===== src/hdl/apio_defines.svh =====
`ifndef APIO_DEFINES_SVH
`define APIO_DEFINES_SVH

// Register byte addresses on the bus.
`define APIO_ADDR_DATA 32'h5300_0000
`define APIO_ADDR_DIR 32'h5300_0004

// Register widths and the widened pin buses.
`define APIO_DATA_W 16
`define APIO_PIN_W 17
`define APIO_PAR_POS 16

// Direction encodings; only these two carry meaning.
`define APIO_DIR_IN 16'h0000
`define APIO_DIR_OUT 16'h0001

// Reset values of the stored state.
`define APIO_RST_DIR 16'h0000
`define APIO_RST_DATA 16'h0000
`define APIO_RST_PAR 1'b0
`define APIO_RST_CAPT 16'h0000
`define APIO_RST_FLAG 1'b0

// Transfer type bit that marks a non-idle, non-busy transfer.
`define APIO_TRANS_ACTIVE_BIT 1

`endif


===== src/hdl/apio_pkg.sv =====
package apio_pkg;

   // Fault injection selection, driven from a pin.
   typedef enum logic [1:0] {
      APIO_INJ_NONE,
      APIO_INJ_IN_DATA,
      APIO_INJ_IN_PARITY,
      APIO_INJ_OUT_PARITY
   } apio_inject_e;

   // Which register a latched address phase selected.
   typedef enum logic [1:0] {
      APIO_SEL_NONE,
      APIO_SEL_DATA,
      APIO_SEL_DIR
   } apio_target_e;

   // State of the bus front end.
   typedef struct packed {
      logic pending_write;
      apio_target_e target;
      logic ready;
   } apio_front_s;

   // State of the port core.
   typedef struct packed {
      logic [15:0] dir;
      logic [15:0] out_data;
      logic out_parity;
      logic [15:0] captured;
      logic fault_flag;
   } apio_core_s;

endpackage


===== src/hdl/apio_wr_if.sv =====
`timescale 1ns/1ps
// Write strobes passed from the bus front end to the register core.
interface apio_wr_if;
   logic wr_data;
   logic wr_dir;
   logic [15:0] wdata;
   modport front (output wr_data, output wr_dir, output wdata);
   modport core (input wr_data, input wr_dir, input wdata);
endinterface


===== src/hdl/apio_ahb_front.sv =====
`timescale 1ns/1ps
`include "apio_defines.svh"
module apio_ahb_front (
   input wire logic clk,
   input wire logic rst,
   input wire logic hsel,
   input wire logic hready,
   input wire logic [31:0] haddr,
   input wire logic [1:0] htrans,
   input wire logic hwrite,
   input wire logic [31:0] hwdata,
   output logic hreadyout,
   apio_wr_if.front wr
);
   import apio_pkg::*;

   apio_front_s st;
   apio_front_s next_st;
   logic take;

   // An address phase is taken only when selected, the bus is ready and the
   // transfer is non-sequential or sequential.
   assign take = hsel & hready & htrans[`APIO_TRANS_ACTIVE_BIT];

   // Latch what the next data phase must do; ready never drops.
   always_comb begin
      next_st = st;
      next_st.ready = 1'b1;
      if (hready) begin
         next_st.pending_write = take & hwrite;
         if (!take) begin
            next_st.target = APIO_SEL_NONE;
         end else if (haddr == `APIO_ADDR_DATA) begin
            next_st.target = APIO_SEL_DATA;
         end else if (haddr == `APIO_ADDR_DIR) begin
            next_st.target = APIO_SEL_DIR;
         end else begin
            next_st.target = APIO_SEL_NONE;
         end
      end
   end

   always_ff @(posedge clk) begin
      if (rst) begin
         st <= '{pending_write: 1'b0, target: APIO_SEL_NONE, ready: 1'b1};
      end else begin
         st <= next_st;
      end
   end

   // Write data belongs to the data phase, so strobes qualify it there.
   assign hreadyout = st.ready;
   assign wr.wr_data = st.pending_write & (st.target == APIO_SEL_DATA);
   assign wr.wr_dir = st.pending_write & (st.target == APIO_SEL_DIR);
   assign wr.wdata = hwdata[15:0];
endmodule


===== src/hdl/apio_parity.sv =====
`timescale 1ns/1ps
`include "apio_defines.svh"
module apio_parity (
   input wire logic odd_select,
   input wire logic [15:0] gen_data,
   input wire logic [16:0] chk_word,
   output logic gen_bit,
   output logic chk_error
);
   // Even parity makes the total count of ones even, odd makes it odd.
   assign gen_bit = (^gen_data) ^ odd_select;
   // A checked word is bad when its total count of ones disagrees with the polarity.
   assign chk_error = (^chk_word) ^ odd_select;
endmodule


===== src/hdl/ahb_parallel_io_with_parity.sv =====
// Contract
// - Behaves as a proper AHB-Lite slave.
// - Direction register is written at 0x5300_0004.
// - Zero means input, one means output.
// - Output mode data writes update the output pins.
// - Captured register loads every clock edge.
// - Captured register supplies low read data.
// - Parity stored with every output latch write.
// - Output pins widened to seventeen with parity.
// - Polarity pin high odd, low even.
// - Input pins seventeen bits, checked on capture.
// - Fault flag driven high on each mismatch; held low in output mode.
// - Parity errors never block captured data.
// - Fault injection pin corrupts data or parity.
`timescale 1ns/1ps
`include "apio_defines.svh"
module ahb_parallel_io_with_parity (
   input wire logic clk,
   input wire logic rst,
   input wire logic hsel,
   input wire logic hready,
   input wire logic [31:0] haddr,
   input wire logic [1:0] htrans,
   input wire logic hwrite,
   input wire logic [2:0] hsize,
   input wire logic [31:0] hwdata,
   output logic hreadyout,
   output logic [31:0] hrdata,
   input wire logic [16:0] pins_in,
   output logic [16:0] pins_out,
   input wire logic parity_polarity_select,
   input wire apio_pkg::apio_inject_e fault_inject_select,
   output logic parity_fault_flag
);
   import apio_pkg::*;

   apio_core_s st;
   apio_core_s next_st;
   apio_wr_if wr ();
   logic output_mode;
   logic [16:0] checked_word;
   logic gen_bit;
   logic chk_error;
   logic size_unused;

   // Transfer size is accepted as given; only the low half-word is used.
   assign size_unused = ^hsize;

   // Address phase latch and data phase strobes, never inserting waits.
   apio_ahb_front u_front (
      .clk(clk),
      .rst(rst),
      .hsel(hsel),
      .hready(hready),
      .haddr(haddr),
      .htrans(htrans),
      .hwrite(hwrite),
      .hwdata(hwdata),
      .hreadyout(hreadyout),
      .wr(wr)
   );

   // Only the exact output encoding selects output mode; every other value,
   // including the meaningless ones, falls back to input for safety.
   assign output_mode = (st.dir == `APIO_DIR_OUT);

   // An injected input fault corrupts the word seen by the checker only, so
   // the input pins themselves and the stored capture stay honest.
   always_comb begin
      checked_word = pins_in;
      if (fault_inject_select == APIO_INJ_IN_DATA) begin
         checked_word[0] = ~pins_in[0];
      end else if (fault_inject_select == APIO_INJ_IN_PARITY) begin
         checked_word[`APIO_PAR_POS] = ~pins_in[`APIO_PAR_POS];
      end
   end

   // One parity unit serves both the output latch and the input check.
   apio_parity u_parity (
      .odd_select(parity_polarity_select),
      .gen_data(wr.wdata),
      .chk_word(checked_word),
      .gen_bit(gen_bit),
      .chk_error(chk_error)
   );

   // Next state of all registers.
   always_comb begin
      next_st = st;
      // The direction register is written whole, in any mode.
      if (wr.wr_dir) begin
         next_st.dir = wr.wdata;
      end
      // Data writes in input mode are dropped: the latch only moves when
      // the port is actually driving.
      if (wr.wr_data && output_mode) begin
         next_st.out_data = wr.wdata;
         next_st.out_parity = gen_bit;
         if (fault_inject_select == APIO_INJ_OUT_PARITY) begin
            next_st.out_parity = ~gen_bit;
         end
      end
      // Capture runs every edge; the source follows the current direction.
      if (output_mode) begin
         next_st.captured = st.out_data;
         next_st.fault_flag = 1'b0;
      end else begin
         next_st.captured = pins_in[15:0];
         next_st.fault_flag = chk_error;
      end
   end

   // Register everything; reset leaves the port in input mode.
   always_ff @(posedge clk) begin
      if (rst) begin
         st.dir <= `APIO_RST_DIR;
         st.out_data <= `APIO_RST_DATA;
         st.out_parity <= `APIO_RST_PAR;
         st.captured <= `APIO_RST_CAPT;
         st.fault_flag <= `APIO_RST_FLAG;
      end else begin
         st <= next_st;
      end
   end

   // All outputs come straight from registers.
   assign pins_out = {st.out_parity, st.out_data};
   assign hrdata = {16'h0000, st.captured};
   assign parity_fault_flag = st.fault_flag;
endmodule


===== config.mk =====
export PLATFORM = sky130hd
export DESIGN_NAME = ahb_parallel_io_with_parity
export DESIGN_NICKNAME = d
export VERILOG_FILES = /design/src/hdl/apio_pkg.sv /design/src/hdl/apio_wr_if.sv /design/src/hdl/apio_ahb_front.sv /design/src/hdl/apio_parity.sv /design/src/hdl/ahb_parallel_io_with_parity.sv
export VERILOG_INCLUDE_DIRS = /design/src /design/src/hdl
export SDC_FILE = /design/constraint.sdc
export NUM_CORES = 1
export LEC_CHECK = 0
export CORE_ASPECT_RATIO = 1.1
export CORE_UTILIZATION = 60
export CTS_BUF_LIST = sky130_fd_sc_hd__clkbuf_4
export DETAILED_ROUTE_END_ITERATION = 6
export DONT_BUFFER_PORTS = 1
export GPL_TIMING_DRIVEN = 0
export PLACE_DENSITY = 0.76
export SYNTH_ARGS = -nofsm -noshare
export SYNTH_HDL_FRONTEND = slang
export SYNTH_SLANG_ARGS = --single-unit

===== constraint.sdc =====
create_clock -name clk -period 2.35 [get_ports clk]
set_input_delay 0.1175 -clock clk [delete_from_list [all_inputs] [get_ports clk]]
set_output_delay 0.1175 -clock clk [all_outputs]
set_load 0.05 [all_outputs]

Word-level counts from Yosys, hierarchy flattened. Cells that the tools add are included.

Equal/unequal tests: 8. Muxes and demuxes: 8. Bitwise operators: 10. Reduce and logical (&&, ||, !) cells: 4.

Operators with widths (number): 32-bit by 31-bit equality test with 1-bit output, second input constant (2); 17-bit two-way mux (1); 17-bit parity (1); 16-bit by 1-bit equality test with 1-bit output, second input constant (1); 16-bit parity (1); 2-bit equality test, second input constant (3); 2-bit two-way mux (3); 1-bit AND (5); 2-bit by 1-bit equality test with 1-bit output, second input constant (2); 1-bit two-way mux (4); 1-bit inverter (3); 2-bit OR reduction (1); 1-bit bitwise XOR (2); 1-bit logical AND (1).

Flip-flop bits (word level): 54. Input bits: 94. Output and inout port bits: 51. Logic and storage cells: 38.

Longest topological paths before layout. Gate-level depths: netlist of the first run.

Word-level depth: 6. Gate-level depth with buffers: 8. Depth with buffers taken out: 5.

By module. From an unflattened synthesis of the first run, not the netlist that was laid out.

Cell total of the unflattened synthesis: 318. Area, all modules: 3034.2 um2.

By module, submodules not included: ahb_parallel_io_with_parity (times used 1, cells an instance 241, area each 2366.0 um2, sequential area each 1001.0 um2); apio_ahb_front (times used 1, cells an instance 46, area each 369.1 um2, sequential area each 60.1 um2); apio_parity (times used 1, cells an instance 31, area each 299.0 um2, sequential area each 0.0 um2).

Worst setup path before layout of the first run. Ideal clock, no wire load.

Path kind: register to register. Start point: register st[49] in the netlist's numbering. End point: register st (netlist bit pins_out[10]). Setup time: 0.136 ns. Arrival time: 1.569 ns. Data required time: 2.214 ns. Setup slack: 0.645 ns. Cell stages (with the launch flop): 9. Path buffers: 3. Clock period less this slack: 1.705 ns. Cell sequence: dfxtp_1 > nor4_2 > nand4_1 > buf_6 > or3_1 > buf_6 > buf_8 > nand2_2 > a21oi_2.

Word-level cells in the longest chain between the ends: 2.

Ends and longest elaborated chain: start, declared (line ahb_parallel_io_with_parity.sv:37) `apio_core_s st;`; start signal, assigned (line ahb_parallel_io_with_parity.sv:122) `st <= next_st;`; 16-bit by 1-bit equality test with 1-bit output (no line); 1-bit logical AND (line ahb_parallel_io_with_parity.sv:96) `if (wr.wr_data && output_mode) begin`.

Every way passes these cells. A chain may end at the register's enable or synchronous reset.

Worst setup path after layout of the first run.
Start point: register st[35] in the netlist's numbering. End point: register st (netlist bit pins_out[8]).

Same word-level chain as after synthesis.

==> results of run 1 <==
-- final timing paths --
path	end	depth (start not counted)
setup / recovery	pins_out[8]$_SDFFE_PP0P_	8
hold / removal	u_front.st[1]$_SDFFE_PP0P_	3
setup reg to reg	pins_out[8]$_SDFFE_PP0P_	8
hold reg to reg	st[34]$_SDFFE_PP0P_	2
-- Yosys cell counts, types with 3 or more instances --
| library cell | instances | share of area [%] |
|---|---|---|
| nor4_2 | 3 | 1.3 |
| xnor2_1 | 29 | 9.1 |
| mux2i_1 | 16 | 5.7 |
| nor2_1 | 18 | 2.4 |
| nand2_2 | 10 | 2.2 |
| nor4_1 | 4 | 0.90 |
| nand2b_1 | 3 | 0.67 |
| nand2_1 | 59 | 7.9 |
| dfxtp_1 | 53 | 38 |
| xor2_1 | 3 | 0.94 |
| a21oi_2 | 10 | 3.1 |
| nor4b_1 | 3 | 0.94 |
| clkbuf_1 | 9 | 1.2 |
| a21oi_1 | 25 | 4.5 |
| buf_4 | 51 | 14 |
| nand4_1 | 4 | 0.90 |
-- report_power, final --
part           switching, W  internal, W
clock network      0.000254     0.000104
registers         0.0000306     0.000921
logic              0.000222     0.000194
total              0.000506      0.00122
-- sequential cells by signal, summed over array words and instances, names as in the netlist --
name and count:
u_front.st 3, pins_out 17, hrdata 16, parity_fault_flag 1, st 16
-- metrics by stage --
stage / setup slack (ns) / cell area, um2 / utilization (%) / total power, W / hold slack, ns
global placement: 0.5169 / 2918 / 66.63 / 0.001325 / 0.2559
floorplan: 0.6452 / 2850 / - / 0.001302 / 0.2535
detailed placement: 0.5145 / 2918 / 66.63 / 0.001333 / 0.2609
CTS: 0.4827 / 3311 / 75.60 / 0.001737 / 0.007171
global route: 0.3516 / 3311 / 75.60 / 0.001810 / 0.02451
finish: 0.4559 / 3311 / 75.60 / 0.001725 / 0.01619
-- area by class of cell --
cell class / instances / share of cell area, %
multi-input combinational: 215 / 39.95
inverter: 2 / 0.2268
sequential: 53 / 32.05
buffer: 64 / 13.87
clock inverter: 1 / 0.1512
timing repair buffer: 35 / 10.58
tap: 54 / 2.041
clock buffer: 5 / 1.134
-- worst max-delay path, delay by kind of cell, from the launching register on --
kind                   cells  cell delay [ns]
and+or+nand+nor            4             0.89
buffers and inverters      3             0.48
DFF                        1             0.34
AOI/OAI and AO/OA          1             0.05
-- metal layers --
metal | wire length (um) | vias up | track usage, %
met2 | 2995 | 88 | 42.44
li1 | - | 1085 | -
met5 | 0 | - | 0
met3 | 501 | 8 | 7.919
met4 | 64 | 0 | 5.437
met1 | 2356 | 970 | 28.90
-- cells by family after synthesis --
logic type / count (synthesis) / share of synthesized area (%)
buffers and inverters: 66 / 16.70
multiplexers: 16 / 5.732
AO/OA/AOI/OAI: 36 / 7.882
AND/OR/NAND/NOR: 112 / 19.79
XOR/XNOR: 34 / 11.64
flip-flops: 53 / 37.98
other: 2 / 0.2688
-- layout by cell type, fill, tap and decap left out, drive strengths merged, types with 7 or more instances in the layout --
cell type / n
dfxtp: 53
nand2: 69
xnor2: 29
clkbuf: 14
mux2i: 16
a21oi: 35
dlygate4sd3: 35
buf: 55
conb: 17
nor4: 7
nor2: 18
==> results.txt, run 1 <==
The run finished with clean final reports. The number of maximum-capacitance constraint violations came out at 0. The clock net in this run drives a total of 53 sinks. The cell at the slowest stage of the critical path is or3_1.

The number of antenna repair diodes came out at 0. Counting flops with a built-in enable in the synthesized netlist gives 0. The share of the yosys chip area belonging to registers is 37.98%.

Setup violations remaining at the end of the flow were counted as 0. Setup repair after global routing left no endpoint under its margin. Data on the critical path is required at its endpoint by 2.59 ns. The final-stage net count is 470. The non-filler instance count after layout came out at 429.

The maximum fanout count along the critical path came out at 10. The sum of net half-perimeters after detailed placement is 4226 um. The number of cells after detailed placement is 388. In the finished design, the share of the clock period the worst path needs comes to 80.60%. The count of cells resized by post-cts repair came out at 0.

The number of fill cells in the layout came out at 346. The die area is 0.004934 mm2. The total I/O pin count is 145. The type of the worst setup path is flip-flop to flip-flop. Counting flops with an async set or reset pin after synthesis yields a share of 0%.

The final worst clock skew is 0.01252 ns. TritonCTS created 5 clock buffers. The pin slew with the least headroom to its limit came out at 0.5749 ns. The count of buffers added by post-CTS timing repair for setup came out at 0.

The first global-routing pass estimated 8873 um of wire. The worst-case IR drop observed on VDD is 0.3419 mV. For this design, the CTS-stage hold fixing added 35 buffers. The power density relative to cell area came out at 521.1 mW/mm2. The critical path goes through nor4b_2 > nand4_1 > buf_6 > or3_1 > buf_6 > buf_8 > nand2_2 > a21oi_2. The all-layer global routing usage is 24.43%. The number of library cell types mapped by synthesis is 29. The post-synthesis cell count came out at 319.

The worst relative slew slack is 61.67%. The CTS clock-pin slew for the worst setup and hold paths is 0.12 ns. The average instance in the mapped netlist occupies 8.758 um2. The min-delay analysis places its worst path in the category input port to flip-flop. TritonCTS built the clock tree. The cell repeated most along the worst path is buf_6. Dividing the detail-routed via count by the number of cells gives 5.014. In this run the tool buffered the top-level ports with 0 buffer cells.

The multi-input combinational cells in the finished layout cover a total of 0.001323 mm2. The final critical path time including I/O delays and setup is 1.894 ns. In this run the vertical extent of the chip is 73.57 um. The maximum clock frequency came out at 527.9 MHz.

The final setup TNS is 0 ns. The number of endpoints with negative hold slack in the final report came out at 0. The pin count of the biggest net entering global routing is 15. The clock network latency to the later pin of the worst-skew pair is 0.36 ns.

The number of global-route vias before repair is 1928. In this run the worst setup path begins at st[35]$_SDFFE_PP0P_. The register-to-register setup slack is 0.46 ns. After detailed routing, the average wire length per cell comes to 13.79 um.

Relative to the synthesized area, the layout overhead comes to 18.50%. Summed over all layers, the routed wires come to 5918 um. The maximum cell stage delay along the critical path is 0.36 ns. The detail route stage leaves a number of antenna-violating nets equal to 0. The number of antenna violations at the first check in global routing is 0. STA classifies the critical path startpoint as a flip-flop.

The worst register-to-register path begins at st[35]$_SDFFE_PP0P_. The core region is 0.004379 mm2. The clock root buffer is clkbuf_4. The synthesized netlist occupies a cell area of 0.002794 mm2. After global routing the overflow that remains totals 0. The share of cells above drive strength 1 is 23.20%.

The arrival time at the worst endpoint came out at 2.13 ns. For this run, design rule violations remaining after detail routing come to 0. The total iterations of the first detailed-routing run is 4. The worst hold path begins at hready. The maximum count of clock buffers along a single path came out at 2.

Counting flops and latches in the post-synthesis netlist gives 53. STA classifies the critical path endpoint as a flip-flop. The x dimension of the die came out at 67.07 um. The effective utilization at floorplan came out at 63.80%. The count of synthesis-stage warnings from yosys came out at 0. The number of pins exceeding their max-slew limit in the final report came to 0. The most used flip-flop cell after synthesis is dfxtp_1.

For this block, the initial DRC count from the detailed router was 65. The routed via count is 2151. The area occupied by registers came out at 0.001061 mm2. The total leakage power came out at 1.385 nW. The number of H-tree levels is 2.

At the end of routability-driven placement, the weighted congestion stood at 0.8691. Row generation in the floorplan step produced 25 rows.
Power figures use the tool's default switching activity.
==> run 2, diff against run 1 <==
Clock period 2.35 ns to 1.8 ns, I/O delays scaled along.
==> run 2 against run 1 <==
Effect of this change:
- sequential power grew 30%
- register-to-register slack got worse by 0.37 ns
- sequential cell count unchanged
- worst setup slack worse by 0.37 ns
- wire length grew 3.6%
- global-route usage rose by 0.39 points
- critical endpoint unchanged
- highest routed layer unchanged
- clock power increased by 32%
- core utilization grew 2.2 points
- non-clock buffer count increased by 7
- via count increased by 2.5%
- maximum frequency increased by 10%
==> results.txt, run 2 (synthesis gave the netlist of run 1 again) <==
The number of buffers created by CTS came out at 5. In this run the critical register-to-register path is captured at pins_out[8]$_SDFFE_PP0P_. Power spread over the standard cell area amounts to 663.1 mW/mm2.

The number of global-route vias before repair came out at 1957. STA classifies the critical path startpoint as a flip-flop. The final antenna-violating net count is 0. The total iterations of the first detailed-routing run came out at 4. The non-filler instance count after layout came out at 436. The tightest min-delay check is of the input port to flip-flop type. Setup violations remaining at the end of the flow were counted as 0. The overall overflow remaining after global route is 0. The placed instance area is 0.002918 mm2.

The wire length of the first global-routing pass came out at 9011 um. The register with the most flip-flops in the layout has 17 of them. The number of pins exceeding their max-slew limit in the final report is 0.

The share of cells above drive strength 1 is 26.18%. On the final layout, the worst clock skew is 0.01428 ns. Summed over all nets, wire length on met3 after detailed routing comes to 507 um. Based on the critical path, the design can be clocked at up to 582.5 MHz. The total I/O pin count is 145. The number of antenna violations at the first check in global routing is 0. The effective utilization at floorplan came out at 63.80%.

The number of remaining DRC errors came out at 0. The number of endpoints with negative hold slack in the final report is 0. The area occupied by registers came out at 0.001066 mm2. The total clock sinks came out at 53. The register-to-register setup slack is 0.08 ns. After floorplanning, the core was divided into 25 placement rows.

The die area is 0.004934 mm2. The cell at the slowest stage of the critical path is dfxtp_2. The final setup TNS came out at 0 ns. The maximum count of clock buffers along a single path is 2. Counting cells, the worst reg-to-reg path comes to 7. Summing over every cut layer, the via total after detailed routing is 2204. Measured against its own limit, the worst slew margin works out to 61.40%. The beginning of the worst register-to-register path is st[37]$_SDFFE_PP0P_. The number of maximum-capacitance constraint violations came out at 0. The utilization after layout came out at 77.80%.

The flow ran to the end, and the final reports show no timing, DRC or antenna violations. The pin slew with the least headroom to its limit came out at 0.5790 ns. The combined area of the multi-input logic cells came out at 0.001360 mm2. In the layout the commonest cells are nand2_1, buf_4, dfxtp_1. After legalization and detailed placement, the total HPWL measured 4226 um. The startpoint identified for the worst hold timing path is haddr[25]. STA classifies the critical path endpoint as a flip-flop. The final-stage net count came out at 477. The final weighted congestion of routability-driven global placement came out at 0.8691. The maximum cell stage delay along the critical path is 0.36 ns. The arrival time at the worst endpoint came out at 1.96 ns.

The number of antenna diodes in the final layout is 0. Setup repair after global routing left no endpoint under its margin. The clock network latency to the later pin of the worst-skew pair is 0.37 ns. The all-layer global routing usage came out at 24.82%. The final worst-path cycle share came out at 95.38%. The H-tree was split into 2 levels. Walking the worst path, the cells encountered are nor4b_4 > nand4_1 > buf_6 > or3_4 > buf_8 > nand2_2 > a21oi_2. The highest layer touched by signal routing is met4. STA puts the critical path data required time at 2.04 ns.

The CTS clock-pin slew for the worst setup and hold paths is 0.13 ns. The floorplan step set the die width to 67.07 um. The number of cells after detailed placement came out at 388.

The area added between synthesis and finish came out at 21.94%. The clock root buffer is clkbuf_4. The number of vias per cell came out at 5.055. The number of design-rule violations left by the first detailed-router iteration came out at 68. The TritonCTS clock tree is built.

The routed wirelength normalized by instance count came out at 14.06 um. The largest vdd supply drop came out at 0.3953 mV. The met2 layer wire length in the routed design came out at 3196 um.

The number of fill cells in the layout came out at 334. The core footprint is 0.004379 mm2. The worst hold path passes through 3 cells.

Entering global routing, the biggest net connects 15 pins. The vertical extent of the die is 73.57 um. The count of buffers inserted at the top-level ports came out at 0. The final design area excluding fillers came out at 0.003407 mm2.

The final critical path time including I/O delays and setup came out at 1.717 ns. The post-route met1 wirelength is 2385 um. The routed design has 6132 um of wire. The analysis attributes to cell leakage a power of 1.425 nW. The maximum fanout count along the critical path came out at 10. The critical path is of the flip-flop to flip-flop type. The path with the worst hold slack has its endpoint at u_front.st[2]$_SDFFE_PP0P_.
-- run 2: final cells by class --
cell class / count / area share, %
Inverter: 2 / 0.2203
Timing Repair Buffer: 44 / 12.34
Tap cell: 54 / 1.983
Sequential cell: 53 / 31.29
Multi-Input combinational cell: 215 / 39.92
Clock buffer: 5 / 1.102
Buffer: 62 / 13.00
Clock inverter: 1 / 0.1469
-- run 2: repair_timing --
action                     CTS  global route
pin swaps                    3             4
setup endpoints to repair   10            24
hold endpoints to repair    51             0
setup buffers                5             3
resized for setup            1             9
gates cloned                 0             0
hold buffers                36             0
-- run 2: routing by layer --
metal | vias up | GRT usage, %
met5 | - | 0
met4 | 0 | 4.728
met3 | 6 | 7.609
met2 | 89 | 43.89
met1 | 1012 | 29.29
li1 | 1097 | -
-- run 2: per-stage QoR --
stage / hold WS (ns) / setup WS [ns] / power [W]
4_1_cts: 0.005890 / 0.02560 / 0.002269
3_3_place_gp: 0.2284 / -0.03306 / 0.001730
3_5_place_dp: 0.2334 / -0.03547 / 0.001740
6_report: 0.01324 / 0.08317 / 0.002259
2_1_floorplan: 0.2260 / 0.09519 / 0.001700
5_1_grt: 0.03064 / 0.01678 / 0.002365
-- run 2: power breakdown --
group | switching (W) | leakage, nW | internal, W
registers | 0.0000399 | 0.434 | 0.00120
logic | 0.000291 | 0.965 | 0.000253
clock network | 0.000337 | 0.0269 | 0.000136
-- run 2: worst max-delay path by stage --
| stage | slack [ns] | startpoint | to |
|---|---|---|---|
| after detailed placement | -0.04 | st[45]$_SDFFE_PP0P_ | pins_out[10]$_SDFFE_PP0P_ |
| after global placement | -0.03 | st[45]$_SDFFE_PP0P_ | pins_out[12]$_SDFFE_PP0P_ |
| after floorplan | 0.1 | st[49]$_SDFFE_PP0P_ | pins_out[10]$_SDFFE_PP0P_ |
| after global routing | 0.02 | st[49]$_SDFFE_PP0P_ | pins_out[6]$_SDFFE_PP0P_ |
| after CTS | 0.03 | st[48]$_SDFFE_PP0P_ | pins_out[8]$_SDFFE_PP0P_ |
| final | 0.08 | st[37]$_SDFFE_PP0P_ | pins_out[8]$_SDFFE_PP0P_ |
-- run 2: critical path, delay by kind of cell, from the launching register on --
kind / cells / cell delay (ns)
buf+inv: 2 / 0.33
compound gates: 1 / 0.05
flops: 1 / 0.36
simple gates: 4 / 0.86
==> run 3, diff against run 2 <==
Settings changed: ABC_CLOCK_PERIOD_IN_PS from default to 1800, CORE_MARGIN from default to 2, PLACE_DENSITY 0.76 to default, PLACE_DENSITY_LB_ADDON from default to 0.3.
==> run 3 against run 2 <==
Effect of this change:
- the run now ends with hold timing left
- combinational power about the same
- core utilization down 0.63 points
- register-to-register slack worse by 0.07 ns
==> results.txt, run 3 (synthesis gave the netlist of run 1 again) <==
In the routed layout, each cell is associated on average with a via count of 5.032. The total leakage power came out at 1.471 nW. Headroom to the max-slew limit came out at 59.49%.

The maximum fanout count along the critical path is 7. Entering global routing, the biggest net connects 16 pins. The wire length of the first global-routing pass came out at 9370 um.

The utilization after layout is 77.17%. At the worst endpoint, the arrival time is 2.05 ns. The number of global-route vias before repair is 1931. The pin slew with the least headroom to its limit is 0.6077 ns.

The flow ran to the end, but the final reports show violations. The post-route netlist has 25.78% of its cells at a drive strength greater than 1. In this run the most critical hold path is launched from haddr[8]. The worst hold path passes through 4 cells. The beginning of the worst register-to-register path is st[38]$_SDFFE_PP0P_. Leaving out fill and tap cells, the most frequent cell in the layout is nand2_1. The number of fill cells in the layout is 318.

The maximum clock frequency is 559.6 MHz. The number of cells after detailed placement is 390. The number of maximum-capacitance constraint violations came out at 0. The placed instance area is 0.002920 mm2.

The overall overflow remaining after global route came out at 0. STA classifies the critical path endpoint as a flip-flop. The final reports fail on hold timing.

The tree is rooted in a clkbuf_4. The congestion estimate from routability-driven global placement came to 0.7957. The non-filler instance count after layout is 440.

The number of standard-cell rows in the floorplan is 26. The total clock sinks is 53. The die covers 0.005219 mm2. The critical path goes through nor4_2 > nand4_1 > buf_6 > or3_4 > buf_6 > clkbuf_16 > nand2_4 > a21oi_2. The sum of net half-perimeters after detailed placement is 4335 um. The all-layer global routing usage is 22.54%.

The x dimension of the die is 69.07 um. In this design, the critical path's most frequently occurring cell is buf_6. In this run the worst setup path begins at st[38]$_SDFFE_PP0P_. The total power consumption of the routed design is 0.002457 W. On the worst path, the slowest cell contributes a delay of 0.35 ns. The final-stage net count came out at 477.

After detailed routing, the average wire length per cell comes to 14.36 um. CTS built an H-tree with a depth of 2. The number of pins exceeding their max-slew limit in the final report came out at 0. The clock arrives with 0.01588 ns of skew. The area added between synthesis and finish came out at 25.79%.

Hold timing on the final database bottoms out at a slack of -0.01475 ns. The met1 track demand over resource came out at 27.60%. The worst path uses 99.27% of the clock period. The maximum count of clock buffers along a single path is 2. The clock network latency to the later pin of the worst-skew pair came out at 0.38 ns. The core footprint came out at 0.004554 mm2. The worst setup path is launched from a flip-flop. In the layout the commonest cells are nand2_1, buf_4, dfxtp_1. Global routing consumed, on the met3 layer, 5.159% of the routing resources.

Setup repair after global routing could not meet its margin everywhere. The final setup TNS is 0 ns. 0 antenna diodes ended up in the layout.

The final design area excluding fillers came out at 0.003515 mm2. The total iterations of the first detailed-routing run is 4. The effective utilization at floorplan came out at 61.35%. Summed over all layers, the routed wires come to 6317 um. The count of buffers inserted at the top-level ports came out at 0.

The flip-flop count of the largest register, all copies and words added is 17. In this run the critical register-to-register path is captured at pins_out[13]$_SDFFE_PP0P_. The cell at the slowest stage of the critical path is dfxtp_1. The final antenna-violating net count is 0.

The CTS clock-pin slew for the worst setup and hold paths came out at 0.15 ns. The end point of the most critical hold path is u_front.st[2]$_SDFFE_PP0P_. Across the VDD grid, the largest voltage drop is 0.4222 mV.

The most utilized layer in the global route result is met2. The met2 capacity usage during global routing is 39.42%. The number of endpoints with negative hold slack in the final report is 2. The register-to-register setup slack is 0.01 ns. In this run, the number of DRC markers left after iteration 0 of detailed routing was 100.

The worst setup path is of the flip-flop to flip-flop kind. The path class of the tightest hold or removal check is input port to flip-flop. The worst path needs 1.787 ns of the cycle, external delays included.

The number of buffers created by CTS is 5. The number of failing setup endpoints in the final timing report came out at 0. The required time of the worst setup path is 2.06 ns. The total I/O pin count came out at 145. Dividing total power by cell area gives a power density of 699.1 mW/mm2. TritonCTS built the clock tree.

The number of remaining DRC errors is 0. The logic depth of the worst register-to-register path is 8. The number of antenna violations at the first check in global routing was 0. The routed via count is 2214. The vertical extent of the die came out at 75.57 um.
run 3: through the flow:
| stage | hold slack, ns | setup slack [ns] |
|---|---|---|
| after detailed placement | 0.2335 | -0.03835 |
| after CTS | 0.02638 | 0.005358 |
| final | -0.01475 | 0.01315 |
| after floorplan | 0.2260 | 0.09519 |
| after global placement | 0.2281 | -0.03811 |
| after global routing | 0.02039 | -0.04160 |
run 3: report_power, final:
part	total [W]	switching, W	internal, W
Sequential	0.00124	0.0000405	0.00120
Clock	0.000670	0.000365	0.000305
Combinational	0.000544	0.000288	0.000256
Total	0.00246	0.000694	0.00176
run 3: worst max-delay path by stage:
stage	endpoint	slack, ns	depth (start not counted)
final	pins_out[13]$_SDFFE_PP0P_	0.01	8
after global routing	pins_out[10]$_SDFFE_PP0P_	-0.04	8
after CTS	pins_out[13]$_SDFFE_PP0P_	0.005	8
after detailed placement	pins_out[8]$_SDFFE_PP0P_	-0.04	8
after global placement	pins_out[12]$_SDFFE_PP0P_	-0.04	8
after floorplan	pins_out[10]$_SDFFE_PP0P_	0.1	8
run 3: per-layer routing:
metal  wire length (um)  vias up  part of all wire [%]
met1               2462     1019                    39
li1                   -     1102                     -
met5                  0        -                     0
met3                446        7                   7.1
met2               3333       86                    53
met4                 74        0                   1.2
run 3: cell type report:
cell class                 count  area (um2)  share of cell area [%]
clock inverter                 2       33.78                  0.9612
sequential                    53        1065                   30.30
inverter                       2       7.507                  0.2136
multi-input combinational    215        1404                   39.94
clock buffer                   6       45.04                   1.282
tap                           56       70.07                   1.994
timing repair buffer          42       425.4                   12.10
buffer                        64       464.2                   13.21
run 3: repair_timing:
action                                  in CTS  in global routing
hold endpoints to repair                    51                  0
cloned                                       0                  1
hold buffers                                39                  0
gates resized for setup                      2                 17
endpoints found under the setup margin      10                 15
pin swaps                                    2                 21
buffers inserted                             1                  3
run 3: worst max-delay path: cells and delay by family (launching register included):
kind                   cells  cell delay [ns]
AOI/OAI and AO/OA          1             0.05
buffers and inverters      3             0.46
DFF                        1             0.35
and+or+nand+nor            4             0.83
